--- config.mk ---
export PLATFORM = sky130hd
export DESIGN_NAME = jld_core
export DESIGN_NICKNAME = d
export VERILOG_FILES = /design/src/hw/jld_pkg.sv /design/src/hw/jld_decode_if.sv /design/src/hw/jld_core.sv /design/src/hw/jld_decoder.sv
export SDC_FILE = /design/constraint.sdc
export NUM_CORES = 1
export LEC_CHECK = 0
export BUFFER_PORTS_ARGS = -buffer_cell sky130_fd_sc_hd__buf_4
export CORE_ASPECT_RATIO = 0.7
export CORE_MARGIN = 2
export CORE_UTILIZATION = 31
export DETAILED_ROUTE_END_ITERATION = 10
export GPL_TIMING_DRIVEN = 0
export PLACE_DENSITY = 0.58
export SYNTH_ARGS = -nofsm -noshare
export SYNTH_HDL_FRONTEND = slang
export SYNTH_SLANG_ARGS = --single-unit
--- constraint.sdc ---
create_clock -name mclk -period 3.4 [get_ports mclk]
set_input_delay 0.68 -clock mclk [delete_from_list [all_inputs] [get_ports mclk]]
set_output_delay 0.68 -clock mclk [all_outputs]
set_load 0.03 [all_outputs]
--- src/hw/jld_pkg.sv ---
package jld_pkg;
  localparam int JLD_XLEN = 32;
  localparam logic [5:0] JLD_OP_RTYPE = 6'h3A;
  localparam logic [5:0] JLD_OPX_JUMP_REG = 6'h0D;
  localparam logic [5:0] JLD_OP_JUMP_IMM = 6'h01;
  localparam logic [5:0] JLD_OP_LOAD_SB = 6'h07;
  localparam logic [5:0] JLD_OP_LOAD_SB_IO = 6'h27;
  localparam logic [5:0] JLD_OP_LOAD_UB = 6'h03;
  localparam logic [5:0] JLD_OP_LOAD_UB_IO = 6'h23;
  localparam logic [5:0] JLD_OP_LOAD_SH = 6'h0F;
  localparam logic [5:0] JLD_OP_LOAD_SH_IO = 6'h2F;
  localparam int JLD_OPC_LSB = 0;
  localparam int JLD_OPC_MSB = 5;
  localparam int JLD_OFS_LSB = 6;
  localparam int JLD_OFS_MSB = 21;
  localparam int JLD_RB_LSB = 22;
  localparam int JLD_RB_MSB = 26;
  localparam int JLD_RA_LSB = 27;
  localparam int JLD_RA_MSB = 31;
  localparam int JLD_OPX_LSB = 11;
  localparam int JLD_OPX_MSB = 16;
  localparam int JLD_TGT_LSB = 6;
  localparam int JLD_TGT_MSB = 31;
  localparam int JLD_REGION_LSB = 28;
  localparam logic [31:0] JLD_PC_RESET = 32'h00000000;
  localparam logic [3:0] JLD_EXC_NONE = 4'h0;
  localparam logic [3:0] JLD_EXC_MISALIGN_DEST = 4'h1;
  localparam logic [3:0] JLD_EXC_SUPER_DATA = 4'h2;
  localparam logic [3:0] JLD_EXC_MISALIGN_DATA = 4'h3;
  localparam logic [3:0] JLD_EXC_TLB_READ = 4'h4;
  localparam logic [3:0] JLD_EXC_TLB_FAST = 4'h5;
  localparam logic [3:0] JLD_EXC_TLB_DOUBLE = 4'h6;
  localparam logic [3:0] JLD_EXC_MPU_DATA = 4'h7;
  typedef enum logic [1:0] {
    JLD_SZ_BYTE = 2'b01,
    JLD_SZ_HALF = 2'b10
  } jld_size_t;
  typedef enum logic [2:0] {
    JLD_ST_IDLE = 3'b001,
    JLD_ST_WAIT = 3'b010,
    JLD_ST_DONE = 3'b100
  } jld_state_t;
endpackage

--- src/hw/jld_decode_if.sv ---
interface jld_decode_if;
  import jld_pkg::*;
  logic isJumpReg;
  logic isJumpImm;
  logic isLoad;
  logic loadSigned;
  logic loadIo;
  jld_size_t loadSize;
  logic [4:0] srcSel;
  logic [4:0] dstSel;
  logic [15:0] offsetField16;
  logic [25:0] jumpTargetField;
  modport producer (output isJumpReg, isJumpImm, isLoad, loadSigned, loadIo, loadSize,
    srcSel, dstSel, offsetField16, jumpTargetField);
  modport consumer (input isJumpReg, isJumpImm, isLoad, loadSigned, loadIo, loadSize,
    srcSel, dstSel, offsetField16, jumpTargetField);
endinterface

--- src/hw/jld_core.sv ---
module jld_core
  import jld_pkg::*;
#(
  parameter bit HAS_DCACHE = 1'b1
) (
  input wire logic mclk, // Core clock.
  input wire logic rst_b, // Asynchronous reset, active low.
  input wire logic instrValid, // Instruction word present.
  input wire logic [31:0] instrWord, // Fetched instruction.
  output logic instrReady, // Block accepts the instruction.
  output logic [4:0] regReadSel, // Register file read index.
  input wire logic [31:0] regReadData, // Register file read data.
  output logic [31:0] pc, // Program counter.
  output logic regWrite, // Register write strobe.
  output logic [4:0] regWriteSel, // Register write index.
  output logic [31:0] regWriteData, // Register write data.
  output logic excValid, // Exception pulse.
  output logic [3:0] excCause, // Exception cause code.
  output logic [31:0] excAddr, // Faulting address.
  output logic cacheReq, // Data cache read request.
  output logic busReq, // System bus read request.
  output logic [31:0] memAddr, // Load byte address.
  input wire logic memAck, // Read data returned.
  input wire logic [31:0] memData, // Read word, byte lanes by address.
  input wire logic memFault, // Memory side reports a data fault.
  input wire logic [3:0] memFaultCause // Fault cause for a load.
);
  jld_decode_if dec();
  jld_state_t state;
  logic [31:0] next_pc;
  logic [31:0] effAddr;
  logic [31:0] loadAddr;
  logic [4:0] loadDst;
  logic loadSigned;
  logic loadIo;
  jld_size_t loadSize;
  logic [7:0] pickByte;
  logic [15:0] pickHalf;
  logic [31:0] loadResult;
  logic accept;
  logic jumpFault;
  logic useBus;

  jld_decoder decoder (
    .instr(instrWord),
    .dec(dec)
  );

  assign instrReady = (state == JLD_ST_IDLE);
  assign accept = instrValid && instrReady;
  assign regReadSel = dec.srcSel;
  assign effAddr = regReadData + {{16{dec.offsetField16[15]}}, dec.offsetField16};
  // A faulting jump keeps the old PC; the exception carries the bad target instead.
  assign jumpFault = (regReadData[1:0] != 2'b00);

  always_comb begin
    next_pc = pc;
    if (accept && dec.isJumpReg && !jumpFault) begin
      next_pc = regReadData;
    end else if (accept && dec.isJumpImm) begin
      next_pc = {pc[31:JLD_REGION_LSB], dec.jumpTargetField, 2'b00};
    end
  end

  always_ff @(posedge mclk or negedge rst_b) begin
    if (!rst_b) begin
      pc <= JLD_PC_RESET;
    end else begin
      pc <= next_pc;
    end
  end

  always_ff @(posedge mclk or negedge rst_b) begin
    if (!rst_b) begin
      state <= JLD_ST_IDLE;
    end else begin
      case (state)
        JLD_ST_IDLE: begin
          if (accept && dec.isLoad && !(dec.loadSize == JLD_SZ_HALF && effAddr[0])) begin
            state <= JLD_ST_WAIT;
          end
        end
        JLD_ST_WAIT: begin
          if (memAck || memFault) begin
            state <= JLD_ST_DONE;
          end
        end
        JLD_ST_DONE: begin
          state <= JLD_ST_IDLE;
        end
        default: begin
          state <= JLD_ST_IDLE;
        end
      endcase
    end
  end

  always_ff @(posedge mclk or negedge rst_b) begin
    if (!rst_b) begin
      loadAddr <= 32'h00000000;
      loadDst <= 5'h00;
      loadSigned <= 1'b0;
      loadIo <= 1'b0;
      loadSize <= JLD_SZ_BYTE;
    end else if (accept && dec.isLoad) begin
      loadAddr <= effAddr;
      loadDst <= dec.dstSel;
      loadSigned <= dec.loadSigned;
      loadIo <= dec.loadIo;
      loadSize <= dec.loadSize;
    end
  end

  // Without a cache every load goes to the bus, so the two forms are one.
  assign useBus = loadIo || !HAS_DCACHE;
  assign memAddr = loadAddr;
  assign cacheReq = (state == JLD_ST_WAIT) && !useBus;
  assign busReq = (state == JLD_ST_WAIT) && useBus;

  // Halfword lane uses bit 1 only; an odd address is stopped before issue.
  assign pickByte = memData[{loadAddr[1:0], 3'b000} +: 8];
  assign pickHalf = memData[{loadAddr[1], 4'h0} +: 16];

  always_comb begin
    loadResult = 32'h00000000;
    if (loadSize == JLD_SZ_HALF) begin
      loadResult = {{16{pickHalf[15]}}, pickHalf};
    end else if (loadSigned) begin
      loadResult = {{24{pickByte[7]}}, pickByte};
    end else begin
      loadResult = {24'h000000, pickByte};
    end
  end

  always_ff @(posedge mclk or negedge rst_b) begin
    if (!rst_b) begin
      regWrite <= 1'b0;
      regWriteSel <= 5'h00;
      regWriteData <= 32'h00000000;
    end else begin
      regWrite <= (state == JLD_ST_WAIT) && memAck && !memFault;
      if ((state == JLD_ST_WAIT) && memAck && !memFault) begin
        regWriteSel <= loadDst;
        regWriteData <= loadResult;
      end
    end
  end

  always_ff @(posedge mclk or negedge rst_b) begin
    if (!rst_b) begin
      excValid <= 1'b0;
      excCause <= JLD_EXC_NONE;
      excAddr <= 32'h00000000;
    end else begin
      excValid <= 1'b0;
      if (accept && dec.isJumpReg && jumpFault) begin
        excValid <= 1'b1;
        excCause <= JLD_EXC_MISALIGN_DEST;
        excAddr <= regReadData;
      end else if (accept && dec.isLoad && dec.loadSize == JLD_SZ_HALF && effAddr[0]) begin
        excValid <= 1'b1;
        excCause <= JLD_EXC_MISALIGN_DATA;
        excAddr <= effAddr;
      end else if ((state == JLD_ST_WAIT) && memFault) begin
        excValid <= 1'b1;
        excCause <= memFaultCause;
        excAddr <= loadAddr;
      end
    end
  end
endmodule

--- src/hw/jld_decoder.sv ---
module jld_decoder
  import jld_pkg::*;
(
  input wire logic [31:0] instr, // Instruction word.
  jld_decode_if.producer dec // Decoded fields.
);
  logic [5:0] opc;
  logic [5:0] opx;
  logic [4:0] fieldB;
  assign opc = instr[JLD_OPC_MSB:JLD_OPC_LSB];
  assign opx = instr[JLD_OPX_MSB:JLD_OPX_LSB];
  assign fieldB = instr[JLD_RB_MSB:JLD_RB_LSB];
  assign dec.srcSel = instr[JLD_RA_MSB:JLD_RA_LSB];
  assign dec.dstSel = fieldB;
  assign dec.offsetField16 = instr[JLD_OFS_MSB:JLD_OFS_LSB];
  assign dec.jumpTargetField = instr[JLD_TGT_MSB:JLD_TGT_LSB];
  assign dec.isJumpReg = (opc == JLD_OP_RTYPE) && (opx == JLD_OPX_JUMP_REG)
    && (fieldB == 5'h00);
  assign dec.isJumpImm = (opc == JLD_OP_JUMP_IMM);
  always_comb begin
    dec.isLoad = 1'b1;
    dec.loadSigned = 1'b1;
    dec.loadIo = 1'b0;
    dec.loadSize = JLD_SZ_BYTE;
    case (opc)
      JLD_OP_LOAD_SB: begin
      end
      JLD_OP_LOAD_SB_IO: begin
        dec.loadIo = 1'b1;
      end
      JLD_OP_LOAD_UB: begin
        dec.loadSigned = 1'b0;
      end
      JLD_OP_LOAD_UB_IO: begin
        dec.loadSigned = 1'b0;
        dec.loadIo = 1'b1;
      end
      JLD_OP_LOAD_SH: begin
        dec.loadSize = JLD_SZ_HALF;
      end
      JLD_OP_LOAD_SH_IO: begin
        dec.loadSize = JLD_SZ_HALF;
        dec.loadIo = 1'b1;
      end
      default: begin
        dec.isLoad = 1'b0;
      end
    endcase
  end
endmodule

Yosys cells after proc, flatten, opt, wreduce, memory -nomap -nowiden
Index checks and enable logic that the tools add are counted.

RAM bits: 0. Output and inout bits: 147. Bits in latches: 0. Memories kept: 0. Register bits: 151. Bits in read-only memories: 0. Input bits: 105.

Shift-type cells: 2. Equality and inequality tests: 15. Reduce and logical (&&, ||, !) cells: 31. Bitwise operators: 0. Mux-type cells: 20. Add/sub/neg operators: 1. Div/mod/pow operators: 0. Multipliers: 0. Order comparisons: 0.

Operators by type and width (count): $mux W32 (6); $add A32 B32 Y32 (1); $shiftx A32 B6 Y16 (1); $shiftx A32 B6 Y8 (1); $mux W28 (1); $eq A6 B6 Y1 const B (4); $logic_and A1 B1 Y1 (17); $eq A6 B4 Y1 const B (2); $mux W4 (3); $eq A6 B1 Y1 const B (1); $eq A6 B2 Y1 const B (1); $eq A6 B3 Y1 const B (1); $mux W1 (6); $mux W3 (2); $pmux W3 S2 (1); $reduce_or A6 Y1 (1); $logic_not A5 Y1 (1); $eq A2 B2 Y1 const B (2); $logic_not A1 Y1 (4); $reduce_bool A2 Y1 (2); $reduce_or A2 Y1 (2); $eq A3 B1 Y1 const B (1); $eq A3 B2 Y1 const B (1); $reduce_bool A3 Y1 (1); other kinds (6) (6).

Longest topological paths before layout
Gate-level depths: netlist of run 1.

Depth after elaboration: 9. Mapped depth: 11. Depth with buffers taken out: 10.

Cells and area by module
Synthesis of run 1 repeated with hierarchy kept, for this count alone.

Cell total of the unflattened synthesis: 931. Area, all modules: 8410.6 µm².

By module, submodules not included: jld_core (sequential area each 3380.7 µm², instances 1, area an instance 7907.6 µm², cells an instance 862); jld_decoder (sequential area each 0.0 µm², instances 1, area an instance 503.0 µm², cells an instance 69).

Worst setup path before layout of run 1
No wires, ideal clock.

Kind: input to register. Start point: input port instrWord[6]. End point: register excAddr[22]. Slack: 447 ps. Arrival: 2833 ps. Required time: 3280 ps. Stages on the path: 10. Setup time: 120 ps. Cells stage by stage: ha_1 fa_1 a21o_1 and4_1 or2_1 a2111oi_2 nor2_1 o21ai_1 mux2i_1 nor2_1.

Word-level cells in the longest chain between the ends: 4. Elaborated cells between the ends (all ways): 5.

Ends and longest elaborated chain: start, declared (RTL line jld_core.sv:9) `input wire logic [31:0] instrWord,`; $add A32 B32 Y32 (*) (RTL line jld_core.sv:52) `assign effAddr = regReadData + {{16{dec.offsetField16[15]}}, dec.offsetField16};`; $logic_and A1 B1 Y1 (RTL line jld_core.sv:160) `end else if (accept && dec.isLoad && dec.loadSize == JLD_SZ_HALF && effAddr[0]) begin`; $mux W32 (RTL line jld_core.sv:160); $mux W32 (RTL line jld_core.sv:156) `if (accept && dec.isJumpReg && jumpFault) begin`; end signal, assigned (RTL line jld_core.sv:159) `excAddr <= regReadData;`; end signal, assigned (RTL line jld_core.sv:163) `excAddr <= effAddr;`; end signal, assigned (RTL line jld_core.sv:167) `excAddr <= loadAddr;`; end, declared (RTL line jld_core.sv:19) `output logic [31:0] excAddr,`.

Mark *: on every way between the ends. The rest lies on a longest branch, timed or not. A chain may end at the register's enable or synchronous reset.

Worst setup path after layout of run 1
Start point: input port instrWord[6]. End point: register loadAddr[26] (netlist: memAddr[26]).

Word-level cells in the longest chain between the ends: 1.

Ends and longest elaborated chain: $add A32 B32 Y32 (RTL line jld_core.sv:52); end signal, assigned (RTL line jld_core.sv:106) `loadAddr <= effAddr;`; end, declared (RTL line jld_core.sv:32) `logic [31:0] loadAddr;`.

No other way between the ends.

==> impl_metrics.toml, run 1 <==
[floorplan]
design.core.area_mm2 = 0.02544
die_x_um = 195.5
row_count = 49
die_area_mm2 = 0.02698
die_h_um = 138.0
pin_count = 252
start_util = 0.3126

[outcome]
outcome = "finished clean"

[detailed_routing]
final_antenna_net_count = 0
drt-initial-drc-count = 658
viasPerCell = 5.270
drc = 0
wl_per_cell_um = 20.69
vias = 7778
finalWirelength_um = 30530
firstDrtPassIters = 5

[clock_network]
clock_latency_ns = 0.44
root_buffer = "clkbuf_16"
cts_tree = "built"
clockBufferDepth = 2
holdBufCountCts = 0
cts_setup_buffers = 0
htree_levels = 4
clk_pin_slew_worst_paths_ns = 0.06
cts_resized = 0
cts_sinks = 135
numCtsBuffers = 17

[final_layout]
finalNonFillerCells = 1476
final_cell_mix = "buf_4, nand2_1, dfrtp_1"
fillers = 2561
area_growth_syn_to_layout_pct = 37.14
nNetsFinal = 1269
design_area_mm2 = 0.01091
final_util = 0.4287
drive_above_1_share = 0.3214
final_common_cell = "buf_4"
n_antenna_cell = 0

[timing]
rsz0062_at_grt = "no"
post-route-period-util = 0.9224
drv_slew = 0
fmax_mhz = 318.9
fin_crit_ns = 3.136
finClkSkew_ns = 0.01247
slew_headroom = 0.3608
finalSetupViolCount = 0
hold_violations = 0
hold_slack_ns = 0.1877
worstMarginPinSlew_ns = 0.9553

[setup_path]
crit_arrival_ns = 3.43
critPathKind = "in2reg"
critPathRequiredTime_ns = 3.69
cp-end-kind = "flop"
worstSetupStartpointType = "input port"
crit_fanout = 4

[job]
maxCapViolCount = 0

[power_and_ir_drop]
powerDensity_mw_per_mm2 = 738.3
peakVddDrop_mv = 0.3807
leakage_nw = 5.328

[placed_design]
globalplace.congestion = 0.9300
dpl.hpwl_um = 23560
io_buffers = 251
place_area_mm2 = 0.01028
post-place-cells = 1444

[global_route]
overflow = 0
grt_first_pass_wirelength_um = 46420
grt_max_degree = 86
grt_pass1_vias = 7551
grt_use_total = 0.2281
antenna_found_initial = 0

[yosys]
synth_edf_count = 0
seq_area_frac_synth = 0.4250
synth_cell_types = 70
yosysWarnings = 0
synth-async-reset-ratio = 1.000
synth_top_flop_cell = "dfrtp_1"
syn_area_mm2 = 0.007954
postSynthAreaPerCell_um2 = 9.238
synth_nets = 998
synthCells = 861
ys_ff_latch = 135

[hold_path]
hold_class = "in2async"
==> critical path, cell delays in order <==
cell       delay [ns]
buf_4            0.13
ha_1             0.23
fa_1             0.43
a21o_1           0.22
and4_1           0.23
or2_1            0.28
a2111oi_2        0.34
nor2_1           0.20
a21oi_1          0.26
xor2_1           0.29
o21ai_0          0.13
==> layer usage <==
metal	up-vias	GRT usage	wire [µm]
met5	-	0	0
met4	0	0.06308	563
met3	34	0.06611	2645
met2	321	0.3109	12290
met1	3798	0.3465	15040
li1	3625	-	-
==> Yosys cell counts (5+ instances only) <==
master | instances | area [µm²]
nand2_1 | 152 | 570.6
dfrtp_1 | 133 | 3328
nor2_1 | 79 | 296.5
o21ai_0 | 62 | 310.3
a21oi_1 | 44 | 220.2
mux2_2 | 33 | 371.6
ha_1 | 31 | 387.9
a22oi_1 | 29 | 217.7
clkbuf_1 | 26 | 97.59
buf_4 | 22 | 165.2
xnor2_1 | 19 | 166.4
o22a_1 | 18 | 157.7
a21o_1 | 16 | 120.1
nand3_1 | 15 | 75.07
o211ai_1 | 12 | 90.09
xor2_1 | 12 | 105.1
a31oi_1 | 10 | 62.56
mux2i_1 | 10 | 100.1
nor3_1 | 9 | 45.04
a211oi_1 | 8 | 60.06
inv_1 | 8 | 30.03
o21ai_1 | 7 | 35.03
and3_1 | 6 | 37.54
nand2b_1 | 6 | 37.54
o21a_1 | 6 | 45.04
and2_1 | 5 | 31.28
nor4_1 | 5 | 31.28
==> cell families (layout without fill, tap and decap cells) <==
| group | after synthesis | count (layout) | synth area share |
|---|---|---|---|
| buf+inv | 69 | 353 | 0.04924 |
| flops | 135 | 135 | 0.4250 |
| simple gates | 304 | 304 | 0.1726 |
| fa+ha+maj | 32 | 32 | 0.05128 |
| mux | 46 | 46 | 0.06387 |
| xor+xnor | 31 | 31 | 0.03414 |
| compound gates | 244 | 244 | 0.2039 |
==> through the flow <==
stage / setup WS [ns] / setup TNS (ns) / power [mW]
after floorplan: 0.4470 / 0 / 4.612
after global placement: -0.09053 / -0.2387 / 6.060
after detailed placement: -0.08798 / -0.2286 / 6.100
after CTS: 0.3488 / 0 / 8.108
after global routing: 0.1694 / 0 / 8.477
final: 0.2639 / 0 / 8.054
==> power by group <==
group	switching (mW)	internal (mW)	total, mW
Clock	0.779	1.20	1.98
Combinational	2.16	1.38	3.54
Sequential	0.403	2.13	2.54
Total	3.34	4.72	8.05
==> cell type report <==
class / count / area, µm² / area share
inverters: 9 / 38.79 / 0.003556
repair buffers: 252 / 1916 / 0.1756
plain buffers: 60 / 352.8 / 0.03235
clock inverters: 13 / 171.4 / 0.01571
well taps: 331 / 414.1 / 0.03797
clock buffers: 19 / 452.9 / 0.04152
multi-input cells: 657 / 4182 / 0.3833
flip-flops and latches: 135 / 3381 / 0.3099
==> final timing paths <==
kind                         startpoint              to  cells past startpoint  slack, ns
min                               rst_b           pc[2]                      1       0.19
max reg2reg                    state[0]          pc[23]                      7       0.42
max in group asynchronous         rst_b     excAddr[22]                      2       2.36
max                        instrWord[6]     memAddr[26]                     11       0.26
min in group mclk            loadDst[4]  regWriteSel[4]                      2       0.46
min reg2reg                  loadDst[4]  regWriteSel[4]                      2       0.46
==> sequential cells by signal (all words and copies together), names as in the netlist <==
signal / cells
regWriteSel: 5
regWriteData: 16
regWrite: 1
excValid: 1
pc: 32
loadSigned: 1
memAddr: 32
excAddr: 32
loadSize: 2
loadIo: 1
excCause: 4
state: 3
loadDst: 5
Note: power is estimated with default switching activity, not from simulation.
==> run 2: changes to the inputs <==
--- a/config.mk
+++ b/config.mk
@@ -7,11 +7,11 @@
 export LEC_CHECK = 0
 export BUFFER_PORTS_ARGS = -buffer_cell sky130_fd_sc_hd__buf_4
 export CORE_ASPECT_RATIO = 0.7
-export CORE_MARGIN = 2
 export CORE_UTILIZATION = 31
 export DETAILED_ROUTE_END_ITERATION = 10
 export GPL_TIMING_DRIVEN = 0
 export PLACE_DENSITY = 0.58
 export SYNTH_ARGS = -nofsm -noshare
 export SYNTH_HDL_FRONTEND = slang
+export SYNTH_HIERARCHICAL = 1
 export SYNTH_SLANG_ARGS = --single-unit
==> impl_metrics.toml, run 2 <==
[global_route]
overflow = 0
grt_first_pass_wirelength_um = 47740
antenna_found_initial = 0
grt_max_degree = 92
grt_use_total = 0.2344
grt_pass1_vias = 7703

[placed_design]
place_area_mm2 = 0.01067
dpl.hpwl_um = 24940
globalplace.congestion = 0.9290
io_buffers = 236

[floorplan]
die_area_mm2 = 0.02780
start_util = 0.3148
die_h_um = 139.8
die_x_um = 198.9
design.core.area_mm2 = 0.02671
row_count = 50
pin_count = 252

[clock_network]
clk_pin_slew_worst_paths_ns = 0.06
root_buffer = "clkbuf_16"
cts_tree = "built"
htree_levels = 4
cts_sinks = 135
clockBufferDepth = 2
holdBufCountCts = 0
clock_latency_ns = 0.43
numCtsBuffers = 17

[final_layout]
n_antenna_cell = 0
drive_above_1_share = 0.3394
nNetsFinal = 1326
final_common_cell = "buf_4"
final_util = 0.4228
design_area_mm2 = 0.01129
area_growth_syn_to_layout_pct = 34.29
final_cell_mix = "buf_4, dfrtp_1, nor2_1"

[yosys]
postSynthAreaPerCell_um2 = 9.034
yosys.area.top_type = "dfrtp_1"
synth_nets = 1068
seq_area_frac_synth = 0.4020
synthCells = 931
synth-async-reset-ratio = 1.000
ys_ff_latch = 135
synthTopCellsByCount = "dfrtp_1, nor2_1, nand2_1"
syn_area_mm2 = 0.008411
synth_most_common_cell = "dfrtp_1"
synth_top_flop_cell = "dfrtp_1"
yosys.area.top_type_share = 0.3957
yosysWarnings = 6
synth_edf_count = 0
synth_cell_types = 68
ys_top_cells_by_area = "dfrtp_1, buf_4, nor2_1, mux2_2, a21oi_1"

[detailed_routing]
drc = 0
vias = 7982
final_antenna_net_count = 0
drt-initial-drc-count = 615
firstDrtPassIters = 5
wl_per_cell_um = 20.59
viasPerCell = 5.097
finalWirelength_um = 32240

[timing]
finalSetupViolCount = 0
fin_crit_ns = 3.195
hold_slack_ns = 0.1610
rsz0062_at_grt = "yes"
post-route-period-util = 0.9396
drv_slew = 0
worstMarginPinSlew_ns = 0.8482
fmax_mhz = 313.0
slew_headroom = 0.4345
finClkSkew_ns = 0.004832
hold_violations = 0

[power_and_ir_drop]
peakVddDrop_mv = 0.3760
powerDensity_mw_per_mm2 = 505.1
p_total_mw = 5.705
leakage_nw = 5.619

[hold_path]
hold_class = "in2async"

[setup_path]
ff2ff_path_depth = 5
critPathKind = "in2reg"
worstSetupStartpointType = "input port"
cp-end-kind = "flop"
critPathRequiredTime_ns = 3.75
crit_arrival_ns = 3.55
crit_fanout = 10

[job]
maxCapViolCount = 0

[outcome]
outcome = "finished clean"
-- run 2: cell count changes after synthesis, moves of 6 or more --
cell	previous run	this run
a211oi_1	8	1
a21o_1	16	10
a21oi_1	44	82
a22oi_1	29	3
buf_4	22	69
mux2i_1	10	34
nand2_1	152	105
nand4_1	1	8
nor2_1	79	115
o211ai_1	12	5
o22a_1	18	9
-- run 2: routing by layer --
layer | global-route usage | share of wire
met1 | 0.3550 | 0.50
met5 | 0 | 0
met3 | 0.05696 | 0.083
met2 | 0.3279 | 0.41
met4 | 0.05870 | 0.015
-- run 2: cell families after synthesis --
group | after synthesis | share of synthesized area
simple gates | 296 | 0.1581
compound gates | 248 | 0.1846
flops | 135 | 0.4020
buf+inv | 119 | 0.08524
mux | 72 | 0.09134
fa+ha+maj | 32 | 0.04850
xor+xnor | 29 | 0.03020
-- run 2: layout make-up --
cell class | instances | area, µm²
Tap cell | 364 | 455.4
Clock inverter | 13 | 145.1
Multi-Input combinational cell | 677 | 4328
Sequential cell | 135 | 3381
Fill cell | 2739 | 15420
Buffer | 113 | 698.2
Clock buffer | 19 | 442.9
Inverter | 5 | 18.77
Timing Repair Buffer | 240 | 1826
-- run 2: path summary, 6_finish.rpt --
check	start	end	slack, ns
hold / removal	rst_b	pc[28]	0.16
setup / recovery	instrWord[16]	excAddr[17]	0.21
hold reg to reg	loadDst[2]	regWriteSel[2]	0.47
setup reg to reg	state[0]	excAddr[31]	0.64
max in group asynchronous	rst_b	pc[9]	2.37
min in group mclk	loadDst[2]	regWriteSel[2]	0.47
-- run 2: what timing repair did --
action	CTS	global route
buffers inserted	3	0
gates resized for setup	1	5
pin swaps	1	0
endpoints found under the hold margin	0	0
endpoints found under the setup margin	32	16
-- run 2: where the power goes --
group          switching [mW]  internal [mW]  total [mW]
sequential              0.172           1.82        1.99
combinational            1.08          0.740        1.82
clock                   0.781           1.11        1.89
total                    2.04           3.67        5.71
-- run 2: critical path, stage by stage --
cell	delay, ns
buf_4	0.13
nor4_2	0.26
nand4_1	0.28
nor4_2	0.42
o21ai_1	0.35
a21oi_4	0.26
nor2_1	0.14
inv_1	0.33
clkbuf_4	0.39
o211ai_1	0.12
o21ai_0	0.17
-- run 2: stage by stage --
step                setup slack (ns)  setup TNS, ns  std cells
global placement             -0.7696         -21.56       1531
global route                -0.01216       -0.02042       1566
detailed placement           -0.7703         -21.76       1532
finish                        0.2054              0       1566
CTS                          0.06903              0       1567
floorplan                     0.4889              0        931
